File: config.mk
export PLATFORM = sky130hd
export DESIGN_NAME = isf_top
export DESIGN_NICKNAME = d
export VERILOG_FILES = /design/src/rtl/isf_pkg.sv /design/src/rtl/isf_top.sv
export SDC_FILE = /design/constraint.sdc
export NUM_CORES = 1
export LEC_CHECK = 0
export BUFFER_PORTS_ARGS = -buffer_cell sky130_fd_sc_hd__buf_2
export CAP_MARGIN = 30
export CORE_ASPECT_RATIO = 1.4
export CORE_MARGIN = 4
export CORE_UTILIZATION = 60
export DETAILED_ROUTE_END_ITERATION = 8
export GPL_ROUTABILITY_DRIVEN = 0
export HOLD_SLACK_MARGIN = 0.15
export PLACE_DENSITY_LB_ADDON = 0.05
export SYNTH_ARGS = -nofsm -noshare
export SYNTH_HDL_FRONTEND = slang
export SYNTH_SLANG_ARGS = --single-unit
File: constraint.sdc
create_clock -name CORE_CLK -period 20.3 [get_ports CORE_CLK]
set_input_delay 2.03 -clock CORE_CLK [delete_from_list [all_inputs] [get_ports CORE_CLK]]
set_output_delay 2.03 -clock CORE_CLK [all_outputs]
set_load 0.005 [all_outputs]
File: src/rtl/isf_pkg.sv
package isf_pkg;

    // clock and timing
    localparam int CLK_PERIOD_NS        = 10;
    localparam int REC_HOLD_US          = 165;
    localparam int REC_HOLD_MAX_US      = 270;
    localparam int REC_HOLD_CYCLES      = (REC_HOLD_US * 1000 + CLK_PERIOD_NS - 1) / CLK_PERIOD_NS;
    localparam int DEGLITCH_FALL_NS     = 5700;
    localparam int DEGLITCH_FALL_CYCLES = (DEGLITCH_FALL_NS + CLK_PERIOD_NS - 1) / CLK_PERIOD_NS;
    localparam int RISE_SLOPE_X100      = 355;
    localparam int RISE_OFFSET_NS       = 153;
    localparam int RISE_MIN_NS          = 235;
    localparam int SAMPLE_PERIOD_NS     = 1000;
    localparam int SAMPLE_CYCLES        = (SAMPLE_PERIOD_NS + CLK_PERIOD_NS - 1) / CLK_PERIOD_NS;
    localparam int STRETCH_CYCLES       = 2 * SAMPLE_CYCLES;

    localparam int CNT_W  = 20;
    localparam int SYNC_W = 3;
    typedef logic [CNT_W-1:0] isf_cnt_t;

    // register offsets
    localparam logic [11:0] OFS_CTRL   = 12'h000;
    localparam logic [11:0] OFS_RESPONSE_SELECT_PIN   = 12'h004;
    localparam logic [11:0] OFS_REF    = 12'h008;
    localparam logic [11:0] OFS_STATUS = 12'h00c;

    // field positions and reset values
    localparam int          CTRL_LATCHED_BIT = 0;
    localparam logic        CTRL_LATCHED_RST = 1'b0;
    localparam logic [9:0]  RESPONSE_SELECT_PIN_KOHM_RST    = 10'h064;
    localparam logic [7:0]  REF_CODE_RST     = 8'h80;
    localparam logic [31:0] RDATA_RST        = 32'h0000_0000;

    typedef enum logic {
        MODE_STANDBY,
        MODE_ACTIVE
    } isf_mode_e;

    typedef struct packed {
        logic lvl;
        isf_cnt_t cnt;
    } isf_filt_s;

    typedef struct packed {
        logic      alarm_flag;
        logic      fault_flag;
        logic      fault_latched;
        logic      recovering;
        logic      alarm_filt;
        logic      fault_filt;
        logic      gate;
        isf_mode_e mode;
    } isf_status_s;

endpackage : isf_pkg

File: src/rtl/isf_top.sv
`timescale 1ns/10ps
`default_nettype none

// Functional notes
// - chip enable high with supply present: active mode, power transfer on.
// - chip enable low with supply present: standby, no transfer, gate low.
// - gate drive follows the received switch-enable level.
// - raw fault comparator high when fault sense exceeds reference.
// - deglitch comparator; rising time from resistor, falling time fixed.
// - filtered fault rise forces gate low at once, whatever enable says.
// - each fault starts a recovery timer holding gate low.
// - non-latched: after fault clears, gate low until timer expires, then follows enable.
// - new fault while timer runs restarts the timer.
// - each transfer interval, status sampled and sent back to update flags.
// - fault-assert events stretched for the sampler; recovery events not stretched.
// - received fault event pulls the open-drain fault flag low.
// - non-latched: sampled recovery releases fault flag, gate waits for timer.
// - latched: gate low until enable went low and timer expired.
// - latched: fault flag low until host drives enable low.
// - latched: once recovered and cleared, flag releases even with timer running.
// - alarm sense above reference pulls alarm flag low, gate untouched.
// - recovery hold lasts typically 165 us, at most 270 us.
// - rising deglitch ns is max of 3.55 times kilo-ohms plus 153, and 235.
// - latched: timer keeps running while latched, gate low until it expires.
module isf_top #(
    parameter int REC_CYCLES = isf_pkg::REC_HOLD_CYCLES
) (
    // clock and reset
    input  wire logic        CORE_CLK,
    input  wire logic        RST_B,
    // apb slave
    input  wire logic        PSEL,
    input  wire logic        PENABLE,
    input  wire logic        PWRITE,
    input  wire logic [11:0] PADDR,
    input  wire logic [31:0] PWDATA,
    output logic      [31:0] PRDATA,
    output logic             PREADY,
    output logic             PSLVERR,
    // host pins, asynchronous
    input  wire logic        CHIP_ENABLE_IN,
    input  wire logic        PRIMARY_SUPPLY,
    input  wire logic        SWITCH_ENABLE_IN,
    // converter codes, same clock
    input  wire logic [7:0]  FAULT_SENSE_IN,
    input  wire logic [7:0]  ALARM_SENSE_IN,
    // outputs
    output logic             GATE_DRIVE_OUT,
    output logic             POWER_TRANSFER_OUT,
    output logic             FAULT_FLAG_N_O,
    output logic             FAULT_FLAG_N_OE,
    output logic             ALARM_FLAG_N_O,
    output logic             ALARM_FLAG_N_OE
);

    // rising filter length in cycles, rounded up, never below the floor
    function automatic isf_pkg::isf_cnt_t rise_cycles(input logic [9:0] kohm);
        int ns_x100;
        int cyc;
        ns_x100 = isf_pkg::RISE_SLOPE_X100 * int'(kohm) + isf_pkg::RISE_OFFSET_NS * 100;
        if (ns_x100 < isf_pkg::RISE_MIN_NS * 100) begin
            ns_x100 = isf_pkg::RISE_MIN_NS * 100;
        end
        cyc = (ns_x100 + isf_pkg::CLK_PERIOD_NS * 100 - 1) / (isf_pkg::CLK_PERIOD_NS * 100);
        return isf_pkg::isf_cnt_t'(cyc);
    endfunction : rise_cycles

    // one filter step; a bounce back to the held level restarts the count
    function automatic isf_pkg::isf_filt_s filt_step(input isf_pkg::isf_filt_s cur,
                                                     input logic                raw,
                                                     input isf_pkg::isf_cnt_t   rise_lim);
        isf_pkg::isf_filt_s nxt;
        isf_pkg::isf_cnt_t  lim;
        nxt = cur;
        lim = raw ? rise_lim : isf_pkg::isf_cnt_t'(isf_pkg::DEGLITCH_FALL_CYCLES);
        if (raw == cur.lvl) begin
            nxt.cnt = '0;
        end else if (cur.cnt + isf_pkg::isf_cnt_t'(1) >= lim) begin
            nxt.lvl = raw;
            nxt.cnt = '0;
        end else begin
            nxt.cnt = cur.cnt + isf_pkg::isf_cnt_t'(1);
        end
        return nxt;
    endfunction : filt_step

    // pin synchronisers: en, ce, supply
    logic [isf_pkg::SYNC_W-1:0] en_sync_r, ce_sync_r, sup_sync_r;
    logic [isf_pkg::SYNC_W-1:0] en_sync_nxt, ce_sync_nxt, sup_sync_nxt;
    logic                       en_r, ce_r, sup_r;
    logic                       en_nxt, ce_nxt, sup_nxt;

    always_comb begin
        en_sync_nxt  = {en_sync_r[1:0], SWITCH_ENABLE_IN};
        ce_sync_nxt  = {ce_sync_r[1:0], CHIP_ENABLE_IN};
        sup_sync_nxt = {sup_sync_r[1:0], PRIMARY_SUPPLY};
        en_nxt       = (en_sync_r[1] == en_sync_r[2]) ? en_sync_r[2] : en_r;
        ce_nxt       = (ce_sync_r[1] == ce_sync_r[2]) ? ce_sync_r[2] : ce_r;
        sup_nxt      = (sup_sync_r[1] == sup_sync_r[2]) ? sup_sync_r[2] : sup_r;
    end

    always_ff @(posedge CORE_CLK) begin
        if (!RST_B) begin
            en_sync_r  <= '0;
            ce_sync_r  <= '0;
            sup_sync_r <= '0;
            en_r       <= 1'b0;
            ce_r       <= 1'b0;
            sup_r      <= 1'b0;
        end else begin
            en_sync_r  <= en_sync_nxt;
            ce_sync_r  <= ce_sync_nxt;
            sup_sync_r <= sup_sync_nxt;
            en_r       <= en_nxt;
            ce_r       <= ce_nxt;
            sup_r      <= sup_nxt;
        end
    end

    // registers and apb
    logic                latched_r, latched_nxt;
    logic [9:0]          response_select_pin_r, response_select_pin_nxt;
    logic [7:0]          ref_r, ref_nxt;
    logic [31:0]         prdata_r, prdata_nxt;
    logic                pready_r, pready_nxt;
    logic                pslverr_r, pslverr_nxt;
    isf_pkg::isf_status_s status;
    logic                acc, hit;

    // core state
    isf_pkg::isf_filt_s  ffilt_r, ffilt_nxt, afilt_r, afilt_nxt;
    isf_pkg::isf_cnt_t   rec_r, rec_nxt, fstr_r, fstr_nxt, astr_r, astr_nxt;
    isf_pkg::isf_cnt_t   smp_r, smp_nxt;
    logic                flatch_r, flatch_nxt;
    logic                fbc_r, fbc_nxt, abc_r, abc_nxt;
    logic                gate_r, gate_nxt, pwr_r, pwr_nxt;
    logic                fflag_r, fflag_nxt, aflag_r, aflag_nxt;
    logic                active, frise, arise, tick;

    always_comb begin
        status               = '0;
        status.mode          = pwr_r ? isf_pkg::MODE_ACTIVE : isf_pkg::MODE_STANDBY;
        status.gate          = gate_r;
        status.fault_filt    = ffilt_r.lvl;
        status.alarm_filt    = afilt_r.lvl;
        status.recovering    = (rec_r != '0);
        status.fault_latched = flatch_r;
        status.fault_flag    = fflag_r;
        status.alarm_flag    = aflag_r;
        acc                  = PSEL && PENABLE && !pready_r;
        latched_nxt          = latched_r;
        response_select_pin_nxt             = response_select_pin_r;
        ref_nxt              = ref_r;
        prdata_nxt           = prdata_r;
        pready_nxt           = acc;
        pslverr_nxt          = 1'b0;
        hit                  = 1'b1;
        if (acc) begin
            prdata_nxt = isf_pkg::RDATA_RST;
            if (PADDR == isf_pkg::OFS_CTRL) begin
                prdata_nxt[isf_pkg::CTRL_LATCHED_BIT] = latched_r;
            end else if (PADDR == isf_pkg::OFS_RESPONSE_SELECT_PIN) begin
                prdata_nxt[9:0] = response_select_pin_r;
            end else if (PADDR == isf_pkg::OFS_REF) begin
                prdata_nxt[7:0] = ref_r;
            end else if (PADDR == isf_pkg::OFS_STATUS) begin
                prdata_nxt[7:0] = status;
            end else begin
                hit = 1'b0;
            end
            pslverr_nxt = !hit;
        end
        // writes land at the edge that samples pready high
        if (PSEL && PENABLE && pready_r && PWRITE && !pslverr_r) begin
            if (PADDR == isf_pkg::OFS_CTRL) begin
                latched_nxt = PWDATA[isf_pkg::CTRL_LATCHED_BIT];
            end else if (PADDR == isf_pkg::OFS_RESPONSE_SELECT_PIN) begin
                response_select_pin_nxt = PWDATA[9:0];
            end else if (PADDR == isf_pkg::OFS_REF) begin
                ref_nxt = PWDATA[7:0];
            end
        end
    end

    always_ff @(posedge CORE_CLK) begin
        if (!RST_B) begin
            latched_r <= isf_pkg::CTRL_LATCHED_RST;
            response_select_pin_r    <= isf_pkg::RESPONSE_SELECT_PIN_KOHM_RST;
            ref_r     <= isf_pkg::REF_CODE_RST;
            prdata_r  <= isf_pkg::RDATA_RST;
            pready_r  <= 1'b0;
            pslverr_r <= 1'b0;
        end else begin
            latched_r <= latched_nxt;
            response_select_pin_r    <= response_select_pin_nxt;
            ref_r     <= ref_nxt;
            prdata_r  <= prdata_nxt;
            pready_r  <= pready_nxt;
            pslverr_r <= pslverr_nxt;
        end
    end

    always_comb begin
        active    = ce_r && sup_r;
        pwr_nxt   = active;
        ffilt_nxt = filt_step(ffilt_r, FAULT_SENSE_IN > ref_r, rise_cycles(response_select_pin_r));
        afilt_nxt = filt_step(afilt_r, ALARM_SENSE_IN > ref_r, rise_cycles(response_select_pin_r));
        frise     = ffilt_nxt.lvl && !ffilt_r.lvl;
        arise     = afilt_nxt.lvl && !afilt_r.lvl;
        // recovery timer reloads while fault stands, counts down after it clears
        if (ffilt_r.lvl) begin
            rec_nxt = isf_pkg::isf_cnt_t'(REC_CYCLES);
        end else if (rec_r != '0) begin
            rec_nxt = rec_r - isf_pkg::isf_cnt_t'(1);
        end else begin
            rec_nxt = rec_r;
        end
        // latch: set wins over clear by low enable once recovered
        if (latched_r && frise) begin
            flatch_nxt = 1'b1;
        end else if (!en_r && !ffilt_r.lvl) begin
            flatch_nxt = 1'b0;
        end else begin
            flatch_nxt = flatch_r;
        end
        gate_nxt = active && en_r && !ffilt_nxt.lvl && !ffilt_r.lvl
                   && (rec_r == '0) && !flatch_nxt;
        // assert events stretched, recovery events not
        fstr_nxt = frise ? isf_pkg::isf_cnt_t'(isf_pkg::STRETCH_CYCLES) :
                   (fstr_r != '0) ? fstr_r - isf_pkg::isf_cnt_t'(1) : fstr_r;
        astr_nxt = arise ? isf_pkg::isf_cnt_t'(isf_pkg::STRETCH_CYCLES) :
                   (astr_r != '0) ? astr_r - isf_pkg::isf_cnt_t'(1) : astr_r;
        // back-channel sampler runs only during power transfer
        tick    = active && (smp_r == isf_pkg::isf_cnt_t'(isf_pkg::SAMPLE_CYCLES - 1));
        smp_nxt = !active ? '0 : tick ? '0 : smp_r + isf_pkg::isf_cnt_t'(1);
        fbc_nxt = tick ? (ffilt_r.lvl || fstr_r != '0) : fbc_r;
        abc_nxt = tick ? (afilt_r.lvl || astr_r != '0) : abc_r;
        // flags move only on a tick or, for the fault flag, when the latch changes; standby keeps the last sampled state
        fflag_nxt = fbc_nxt || (latched_r && flatch_nxt);
        aflag_nxt = abc_nxt;
    end

    always_ff @(posedge CORE_CLK) begin
        if (!RST_B) begin
            ffilt_r  <= '0;
            afilt_r  <= '0;
            rec_r    <= '0;
            fstr_r   <= '0;
            astr_r   <= '0;
            smp_r    <= '0;
            flatch_r <= 1'b0;
            fbc_r    <= 1'b0;
            abc_r    <= 1'b0;
            gate_r   <= 1'b0;
            pwr_r    <= 1'b0;
            fflag_r  <= 1'b0;
            aflag_r  <= 1'b0;
        end else begin
            ffilt_r  <= ffilt_nxt;
            afilt_r  <= afilt_nxt;
            rec_r    <= rec_nxt;
            fstr_r   <= fstr_nxt;
            astr_r   <= astr_nxt;
            smp_r    <= smp_nxt;
            flatch_r <= flatch_nxt;
            fbc_r    <= fbc_nxt;
            abc_r    <= abc_nxt;
            gate_r   <= gate_nxt;
            pwr_r    <= pwr_nxt;
            fflag_r  <= fflag_nxt;
            aflag_r  <= aflag_nxt;
        end
    end

    // open-drain pins: level held at zero, enable drives low
    logic od_low_r, od_low_nxt;
    always_comb begin
        od_low_nxt = 1'b0;
    end

    always_ff @(posedge CORE_CLK) begin
        if (!RST_B) begin
            od_low_r <= 1'b0;
        end else begin
            od_low_r <= od_low_nxt;
        end
    end

    assign PRDATA             = prdata_r;
    assign PREADY             = pready_r;
    assign PSLVERR            = pslverr_r;
    assign GATE_DRIVE_OUT     = gate_r;
    assign POWER_TRANSFER_OUT = pwr_r;
    assign FAULT_FLAG_N_O     = od_low_r;
    assign FAULT_FLAG_N_OE    = fflag_r;
    assign ALARM_FLAG_N_O     = od_low_r;
    assign ALARM_FLAG_N_OE    = aflag_r;

endmodule : isf_top

`default_nettype wire

==> results of run 1 <==
[registers in the layout, indices dropped and copies added, names as in the netlist, 3 cells and up]
signal	cells
PRDATA	10
fstr_r	20
response_select_pin_r	10
rec_r	20
ce_sync_r	3
ref_r	8
smp_r	20
ffilt_r	21
en_sync_r	3
afilt_r	21
sup_sync_r	3
astr_r	20
[logic make-up (layout without fill, tap and decap cells)]
kind of cell / after synthesis / count (layout) / synth area share
other cells: 2 / 42 / 0.000547
fa+ha+maj: 137 / 137 / 0.138
compound gates: 355 / 355 / 0.185
xor+xnor: 138 / 138 / 0.0892
buf+inv: 164 / 179 / 0.0545
mux: 42 / 42 / 0.0327
simple gates: 693 / 693 / 0.251
flops: 171 / 171 / 0.250
[routing by layer]
metal	GRT usage	routed length (um)	vias up
met4	0.0803	752	0
met2	0.423	15200	271
met1	0.310	13900	5611
li1	-	-	6084
met3	0.0379	1200	62
met5	0	0	-
[final cells by class]
type                       count  area (um^2)
fill                        2004         7780
clock inverter                13          155
timing repair buffer          65          335
sequential                   171         3420
tap                          301          377
clock buffer                  18          429
inverter                      83          312
multi-input combinational   1407         9720
[power by group]
part | switching (uW) | total [uW] | internal [uW]
registers | 46.6 | 433 | 387
clock network | 142 | 326 | 184
logic | 160 | 292 | 132
[path summary, 6_finish.rpt]
path                                                end  cells past startpoint
worst max-delay path             fstr_r[1]$_SDFFE_PP0P_                     67
worst min-delay path            ce_sync_r[1]$_SDFF_PN0_                      1
worst max register to register   fstr_r[1]$_SDFFE_PP0P_                     67
worst min register to register  ce_sync_r[1]$_SDFF_PN0_                      1
[through the flow]
| stage | std cells | cell area (um^2) | total power, uW | util | setup WS, ns |
|---|---|---|---|---|---|
| final | 2058 | 14800 | 1050 | 0.655 | 1.65 |
| after global routing | 2058 | 14800 | 1130 | 0.655 | 0.123 |
| after CTS | 2057 | 14700 | 1060 | 0.653 | 1.41 |
| after detailed placement | 2026 | 14100 | 730 | 0.627 | 1.49 |
| after global placement | 2026 | 14100 | 723 | 0.627 | 1.73 |
| after floorplan | 1742 | 13900 | 676 | - | 4.70 |
[placed cells by master, fill, tap and decap left out, types with 6 or more instances in the layout]
master | synthesis | final
conb_1 | 2 | 42
nand4_1 | 25 | 25
o211ai_1 | 10 | 10
nand3_1 | 60 | 60
a211oi_1 | 17 | 17
a211o_1 | 6 | 6
dfxtp_1 | 171 | 171
xor2_1 | 52 | 52
and4_1 | 7 | 7
o21ai_0 | 52 | 52
clkbuf_16 | 0 | 17
nor3_1 | 56 | 56
mux2i_1 | 34 | 32
inv_1 | 82 | 82
o21ai_1 | 13 | 12
or3_1 | 19 | 19
nor2b_1 | 40 | 40
nand2b_1 | 25 | 25
fa_1 | 24 | 24
a2111oi_0 | 6 | 6
or4_1 | 8 | 8
nor4_1 | 26 | 25
a22oi_1 | 10 | 10
buf_2 | 12 | 61
o22ai_1 | 11 | 11
xnor2_1 | 84 | 84
or2_2 | 10 | 10
a21oi_1 | 89 | 89
a31oi_1 | 18 | 18
a21o_1 | 25 | 25
ha_1 | 110 | 110
and3_1 | 18 | 18
and2_1 | 36 | 36
nor2_1 | 177 | 177
nand2_1 | 159 | 159
o21a_1 | 12 | 12
inv_6 | 0 | 7
==> flow_metrics.env, run 1 <==
export IMPL_outcome="finished clean"
export IMPL_drc=0
export IMPL_worst_ep_arrival_time_ns=18.98
export IMPL_drt_wirelength_per_cell_um=15.1
export IMPL_worstMarginPinSlew_ns=0.830
export IMPL_antenna_left=0
export IMPL_cp_max_fo=22
export IMPL_ys_top_cells_by_area="dfxtp_1 25%, ha_1 10%, xnor2_1 5.4%"
export IMPL_fin_crit_ns=18.65
export IMPL_powerDensity_nw_per_um2=71.3
export IMPL_yosysTopAreaCellShare=0.250
export IMPL_clock_fmax_mhz=53.6
export IMPL_syn_inst=1702
export IMPL_grt_max_degree=46
export IMPL_cts_root_buf="clkbuf_16"
export IMPL_fp_dieW_um=136
export IMPL_hold_viol=0
export IMPL_fin_setup_tns_ns=0
export IMPL_synth_most_common_cell="nor2_1"
export IMPL_globalRouteOverflowTotal=0
export IMPL_nets=1947
export IMPL_io_pins=108
export IMPL_fin_worst_skew_ns=0.0107
export IMPL_area_growth_pct=7.54
export IMPL_hold_start="ce_sync_r[0]$_SDFF_PN0_"
export IMPL_vias=12000
export IMPL_max_cap_violations=0
export IMPL_cts_hold_buf=0
export IMPL_cts_tree="yes"
export IMPL_synth_edff_count=0
export IMPL_dominantRegCellSynth="dfxtp_1"
export IMPL_hpwl_mm=23.8
export IMPL_cts_max_level=4
export IMPL_vias_per_cell=5.84
export IMPL_critPathBufInv=5
export IMPL_maxSlewViolCount=0
export IMPL_synth_area_um2=13700
export IMPL_synth_seq_cells=171
export IMPL_crit_start="response_select_pin_r[4]$_SDFFE_PN0P_"
export IMPL_ys_warnings_count=0
export IMPL_start_util=0.609
export IMPL_drt_initial_drc_count=694
export IMPL_ys_types=102
export IMPL_io_buffer_count=61
export IMPL_cp_data_required_time_ns=20.63
export IMPL_r2r_start="response_select_pin_r[4]$_SDFFE_PN0P_"
export IMPL_peakVddDrop_v=0.0000716
export IMPL_antenna_found_initial=0
export IMPL_slowest_stage="dfxtp_1"
export IMPL_cpLargestDelayFamily="compound AO/OA/AOI/OAI gates"
export IMPL_leakagePower_uw=0.00602
export IMPL_cts_sinks=171
export IMPL_grt_pass1_wl_mm=52.9
export IMPL_track_usage=0.245
export IMPL_diodes=0
export IMPL_synth_seq_area_share=0.250
export IMPL_die_h_um=187
export IMPL_end_kind="register"
export IMPL_slew_headroom=0.446
export IMPL_numCtsBuffers=17
export IMPL_cts_resized=0
export IMPL_dr_pass1_iters=6
export IMPL_synth_async_reset_ratio=0
export IMPL_rsz0062_at_grt="no"
export IMPL_synth_top_area_cell="dfxtp_1"
export IMPL_start_kind="register"
export IMPL_r2r_setup_slack_ns=1.65
export IMPL_grt_pass1_vias=11600
export IMPL_core_um2=22500
export IMPL_cts_setup_buffers=0
export IMPL_synthTopCellsByCount="177 x nor2_1, 171 x dfxtp_1, 159 x nand2_1, 110 x ha_1, 89 x a21oi_1"
export IMPL_drive_gt1_frac=0.0888
export IMPL_cts_path_max_buffers=2
export IMPL_syn_avg_cell_area_um2=8.06
export IMPL_routed_wl_mm=31.0
export IMPL_finalCritPeriodShare=0.919
export IMPL_hold_class="register to register"
export IMPL_clk_pin_slew_ns=0.07
export IMPL_hold_worst_slack_ns=0.433
export IMPL_crit_type="register to register"
export IMPL_clock_latency_ns=0.43
export IMPL_crit_path_max_incr_delay_ns=0.54
export IMPL_rows=65
export IMPL_die_area_um2=25400
export IMPL_setup_viol=0
Note: power is estimated with default switching activity, not from simulation.
==> inputs of run 2 (changes only) <==
clock period = 18.78 ns   (was 20.3 ns; I/O delays follow)
==> flow_metrics.env, run 2 (synthesis results as in run 1) <==
export IMPL_drt_wirelength_per_cell_um=15.1
export IMPL_clock_latency_ns=0.44
export IMPL_nFillCells=1994
export IMPL_seqPwrFrac=0.410
export IMPL_endpoint="fstr_r[1]$_SDFFE_PP0P_"
export IMPL_routed_wl_mm=31.3
export IMPL_nets=1954
export IMPL_globalRouteOverflowTotal=0
export IMPL_diodes=0
export IMPL_vias_per_cell=5.84
export IMPL_antenna_left=0
export IMPL_fin_crit_ns=17.61
export IMPL_final_area_um2=14800
export IMPL_totalPowerFinal_uw=1140
export IMPL_crit_path_max_incr_delay_ns=0.60
export IMPL_hold_class="register to register"
export IMPL_maxSlewViolCount=0
export IMPL_placed_area_um2=14200
export IMPL_cts_hold_buf=0
export IMPL_drc=0
export IMPL_numCtsBuffers=17
export IMPL_worst_ep_arrival_time_ns=17.95
export IMPL_crit_start="response_select_pin_r[0]$_SDFFE_PN0P_"
export IMPL_hold_viol=0
export IMPL_cp_data_required_time_ns=19.12
export IMPL_grt_pass1_wl_mm=53.2
export IMPL_cp_max_fo=17
export IMPL_cts_path_max_buffers=2
export IMPL_max_cap_violations=0
export IMPL_hpwl_mm=24.0
export IMPL_dr_pass1_iters=5
export IMPL_intPower_uw=752
export IMPL_cts_sinks=171
export IMPL_r2r_end="fstr_r[1]$_SDFFE_PP0P_"
export IMPL_drt_initial_drc_count=741
export IMPL_regArea_um2=3420
export IMPL_die_area_um2=25400
export IMPL_core_um2=22500
export IMPL_fin_ws_ns=1.17
export IMPL_grt_pass1_vias=11600
export IMPL_clock_fmax_mhz=56.8
export IMPL_start_kind="register"
export IMPL_area_growth_pct=8.19
export IMPL_worst_r2r_cell_count=68
export IMPL_swShare=0.341
export IMPL_top_regs="afilt_r (21), ffilt_r (21)"
export IMPL_slowest_stage="dfxtp_1"
export IMPL_final_common_cell="nor2_1"
export IMPL_cts_max_level=4
export IMPL_rsz0062_at_grt="no"
export IMPL_start_util=0.609
export IMPL_worstMarginPinSlew_ns=1.05
export IMPL_dpl_cell_count=2032
export IMPL_r2r_setup_slack_ns=1.17
export IMPL_fp_dieW_um=136
export IMPL_powerDensity_nw_per_um2=76.9
export IMPL_grt_max_degree=46
export IMPL_slew_headroom=0.293
export IMPL_leakagePower_uw=0.00607
export IMPL_io_buffer_count=61
export IMPL_peakVddDrop_v=0.0000807
export IMPL_drive_gt1_frac=0.0935
export IMPL_rows=65
export IMPL_finalCritPeriodShare=0.938
export IMPL_track_usage=0.247
export IMPL_io_pins=108
export IMPL_vias=12100
export IMPL_setup_viol=0
export IMPL_pwr_share_comb=0.279
export IMPL_antenna_found_initial=0
export IMPL_layout_common_cells="177 x nor2_1, 171 x dfxtp_1, 158 x nand2_1, 110 x ha_1, 89 x a21oi_1"
export IMPL_r2r_start="response_select_pin_r[0]$_SDFFE_PN0P_"
export IMPL_clk_pin_slew_ns=0.07
export IMPL_die_h_um=187
export IMPL_dp_slack_ns=0.784
export IMPL_cts_tree="yes"
export IMPL_pwr_share_clk=0.310
export IMPL_final_cells=2066
export IMPL_switchingPower_uw=390
export IMPL_multi_input_area_um2=9740
export IMPL_fin_worst_skew_ns=0.0126
export IMPL_end_kind="register"
export IMPL_fin_setup_tns_ns=0
export IMPL_outcome="finished clean"
export IMPL_cts_root_buf="clkbuf_16"
export IMPL_crit_type="register to register"
==> run 2: final cells by class <==
cell class	instances	share of cell area
repair buffers	72	0.0261
clock buffers	18	0.0289
multi-input cells	1407	0.656
clock inverters	14	0.0119
flip-flops and latches	171	0.231
inverters	83	0.0210
well taps	301	0.0254
==> run 2: per-stage QoR <==
stage | hold slack [ns] | util
after floorplan | 0.412 | -
after detailed placement | 0.419 | 0.629
final | 0.433 | 0.659
after global placement | 0.416 | 0.629
after global routing | 0.462 | 0.659
after CTS | 0.435 | 0.656
==> run 2: what timing repair did <==
action                                  in CTS  in global routing
setup buffers                                0                  2
endpoints found under the setup margin       0                 69
resized for setup                            0                  8
==> run 2: power by group through the flow <==
stage,logic (uW),clock network [uW],registers [uW]
detailed placement,316,0,475
floorplan,266,0,464
global route,367,379,477
global placement,309,0,473
finish,319,354,469
CTS,321,363,468
==> run 2: routing by layer <==
metal  GRT usage  part of all wire
met1       0.309              0.44
met2       0.438              0.50
met3      0.0347             0.037
met4      0.0706             0.024
met5           0                 0
==> run 2: worst min path at each step <==
stage / start / to / slack [ns] / depth (start not counted)
after floorplan: ce_sync_r[0]$_SDFF_PN0_ / ce_sync_r[1]$_SDFF_PN0_ / 0.41 / 1
after global placement: en_sync_r[0]$_SDFF_PN0_ / en_sync_r[1]$_SDFF_PN0_ / 0.42 / 1
after detailed placement: en_sync_r[0]$_SDFF_PN0_ / en_sync_r[1]$_SDFF_PN0_ / 0.42 / 1
after CTS: en_sync_r[0]$_SDFF_PN0_ / en_sync_r[1]$_SDFF_PN0_ / 0.44 / 1
after global routing: sup_sync_r[0]$_SDFF_PN0_ / sup_sync_r[1]$_SDFF_PN0_ / 0.46 / 1
final: en_sync_r[0]$_SDFF_PN0_ / en_sync_r[1]$_SDFF_PN0_ / 0.43 / 1
==> run 2: worst max-delay path, delay by kind of cell, from the launching register on <==
| kind | cells | cell delay, ns |
|---|---|---|
| compound gates | 31 | 8.30 |
| mux | 1 | 0.37 |
| flops | 1 | 0.60 |
| simple gates | 21 | 4.21 |
| fa+ha+maj | 7 | 2.98 |
| xor+xnor | 1 | 0.20 |
| buf+inv | 7 | 0.85 |
==> inputs of run 3 (changes only) <==
REMOVE_ABC_BUFFERS = 1   (was not set)
==> flow_metrics.env, run 3 (synthesis results as in run 1) <==
export IMPL_die_h_um=187
export IMPL_cts_sinks=171
export IMPL_final_common_cell="nor2_1"
export IMPL_dp_slack_ns=0.528
export IMPL_hpwl_mm=24.5
export IMPL_drive_gt1_frac=0.0941
export IMPL_track_usage=0.250
export IMPL_slowest_stage="o2bb2ai_1"
export IMPL_antenna_found_initial=5
export IMPL_hold_viol=0
export IMPL_worst_ep_arrival_time_ns=17.84
export IMPL_leakagePower_uw=0.00607
export IMPL_fp_dieW_um=136
export IMPL_vias=12100
export IMPL_globalRouteOverflowTotal=0
export IMPL_hold_class="register to register"
export IMPL_cp_data_required_time_ns=19.10
export IMPL_antenna_left=0
export IMPL_grt_pass1_wl_mm=53.4
export IMPL_crit_path_max_incr_delay_ns=0.68
export IMPL_outcome="finished clean"
export IMPL_worstMarginPinSlew_ns=0.840
export IMPL_cts_hold_buf=0
export IMPL_cts_path_max_buffers=2
export IMPL_grt_pass1_vias=11500
export IMPL_cp_max_fo=11
export IMPL_rsz0062_at_grt="no"
export IMPL_top_regs="afilt_r (21), ffilt_r (21)"
export IMPL_rows=65
export IMPL_fin_setup_tns_ns=0
export IMPL_end_kind="register"
export IMPL_die_area_um2=25400
export IMPL_start_util=0.609
export IMPL_clock_latency_ns=0.43
export IMPL_fin_worst_skew_ns=0.00964
export IMPL_drt_wirelength_per_cell_um=15.4
export IMPL_cts_root_buf="clkbuf_16"
export IMPL_fin_crit_ns=17.52
export IMPL_slew_headroom=0.434
export IMPL_layout_common_cells="177 x nor2_1, 171 x dfxtp_1, 157 x nand2_1, 110 x ha_1, 89 x a21oi_1"
export IMPL_setup_viol=0
export IMPL_io_buffer_count=61
export IMPL_cts_tree="yes"
export IMPL_max_cap_violations=0
export IMPL_vias_per_cell=5.84
export IMPL_cts_max_level=4
export IMPL_drt_initial_drc_count=612
export IMPL_crit_type="register to register"
export IMPL_wl_met1_mm=13.6
export IMPL_drc=0
export IMPL_clk_pin_slew_ns=0.07
export IMPL_io_pins=108
export IMPL_numCtsBuffers=17
export IMPL_placed_area_um2=14200
export IMPL_clock_fmax_mhz=57.1
export IMPL_nets=1953
export IMPL_peakVddDrop_v=0.0000869
export IMPL_hold_depth=1
export IMPL_route_met3_wl_um=914
export IMPL_area_growth_pct=8.42
export IMPL_worst_r2r_cell_count=68
export IMPL_maxSlewViolCount=0
export IMPL_core_um2=22500
export IMPL_finalCritPeriodShare=0.933
export IMPL_routed_wl_mm=31.9
export IMPL_dr_wl_met2_mm=16.5
export IMPL_final_area_um2=14900
export IMPL_fin_ws_ns=1.26
export IMPL_powerDensity_nw_per_um2=77.9
export IMPL_dr_pass1_iters=5
export IMPL_grt_max_degree=46
export IMPL_start_kind="register"
export IMPL_dr_max_layer_used="met5"
==> run 3: cell types whose count changed in the layout (fill, tap and decap cells not counted), sizes merged <==
| cell | change |
|---|---|
| bufinv | +3 |
| inv | -3 |
| buf | -1 |
| diode | +2 |
| clkinv | -6 |
| clkbuf | +1 |
| clkinvlp | +5 |
==> run 3: worst max-delay path, delay by kind of cell (launching register included) <==
kind	cells	cell delay [ns]
flip-flops	1	0.50
AND/OR/NAND/NOR	20	3.30
adder cells (fa/ha/maj)	9	3.56
XOR/XNOR	3	1.04
multiplexers	1	0.31
buffers and inverters	5	0.41
AO/OA/AOI/OAI	30	8.21
==> run 3: layout make-up <==
type,instances,area (um^2)
Clock buffer,19,453
Inverter,83,312
Multi-Input combinational cell,1407,9730
Clock inverter,13,189
Fill cell,2005,7660
Sequential cell,171,3420
Antenna cell,2,5.00
Tap cell,301,377
Timing Repair Buffer,71,380
==> run 3: through the flow <==
step | instances | hold WS (ns) | utilization | power, uW
2_1_floorplan | 1661 | 0.412 | - | 725
3_3_place_gp | 2029 | 0.429 | 0.628 | 782
3_5_place_dp | 2030 | 0.426 | 0.629 | 789
4_1_cts | 2062 | 0.447 | 0.657 | 1170
5_1_grt | 2067 | 0.466 | 0.660 | 1240
6_report | 2067 | 0.443 | 0.660 | 1160
==> run 3: where the power goes <==
group	leakage [uW]	switching, uW	internal (uW)
sequential	0.00139	49.5	418
clock	0.000299	145	231
combinational	0.00437	172	143
==> run 3: worst paths after layout <==
path | startpoint | end | slack (ns)
max | response_select_pin_r[4]$_SDFFE_PN0P_ | FAULT_FLAG_N_OE$_SDFF_PN0_ | 1.26
min | sup_sync_r[0]$_SDFF_PN0_ | sup_sync_r[1]$_SDFF_PN0_ | 0.44
max reg2reg | response_select_pin_r[4]$_SDFFE_PN0P_ | FAULT_FLAG_N_OE$_SDFF_PN0_ | 1.26
min reg2reg | sup_sync_r[0]$_SDFF_PN0_ | sup_sync_r[1]$_SDFF_PN0_ | 0.44
==> run 3: routing by layer <==
metal / GRT usage / up-vias
li1: - / 6094
met1: 0.296 / 5709
met2: 0.461 / 205
met3: 0.0293 / 67
met4: 0.0881 / 6
met5: 0 / -
==> run 3: timing repair <==
action	in CTS	in global routing
buffers inserted	0	3
gates resized for setup	0	8
setup endpoints to repair	0	69
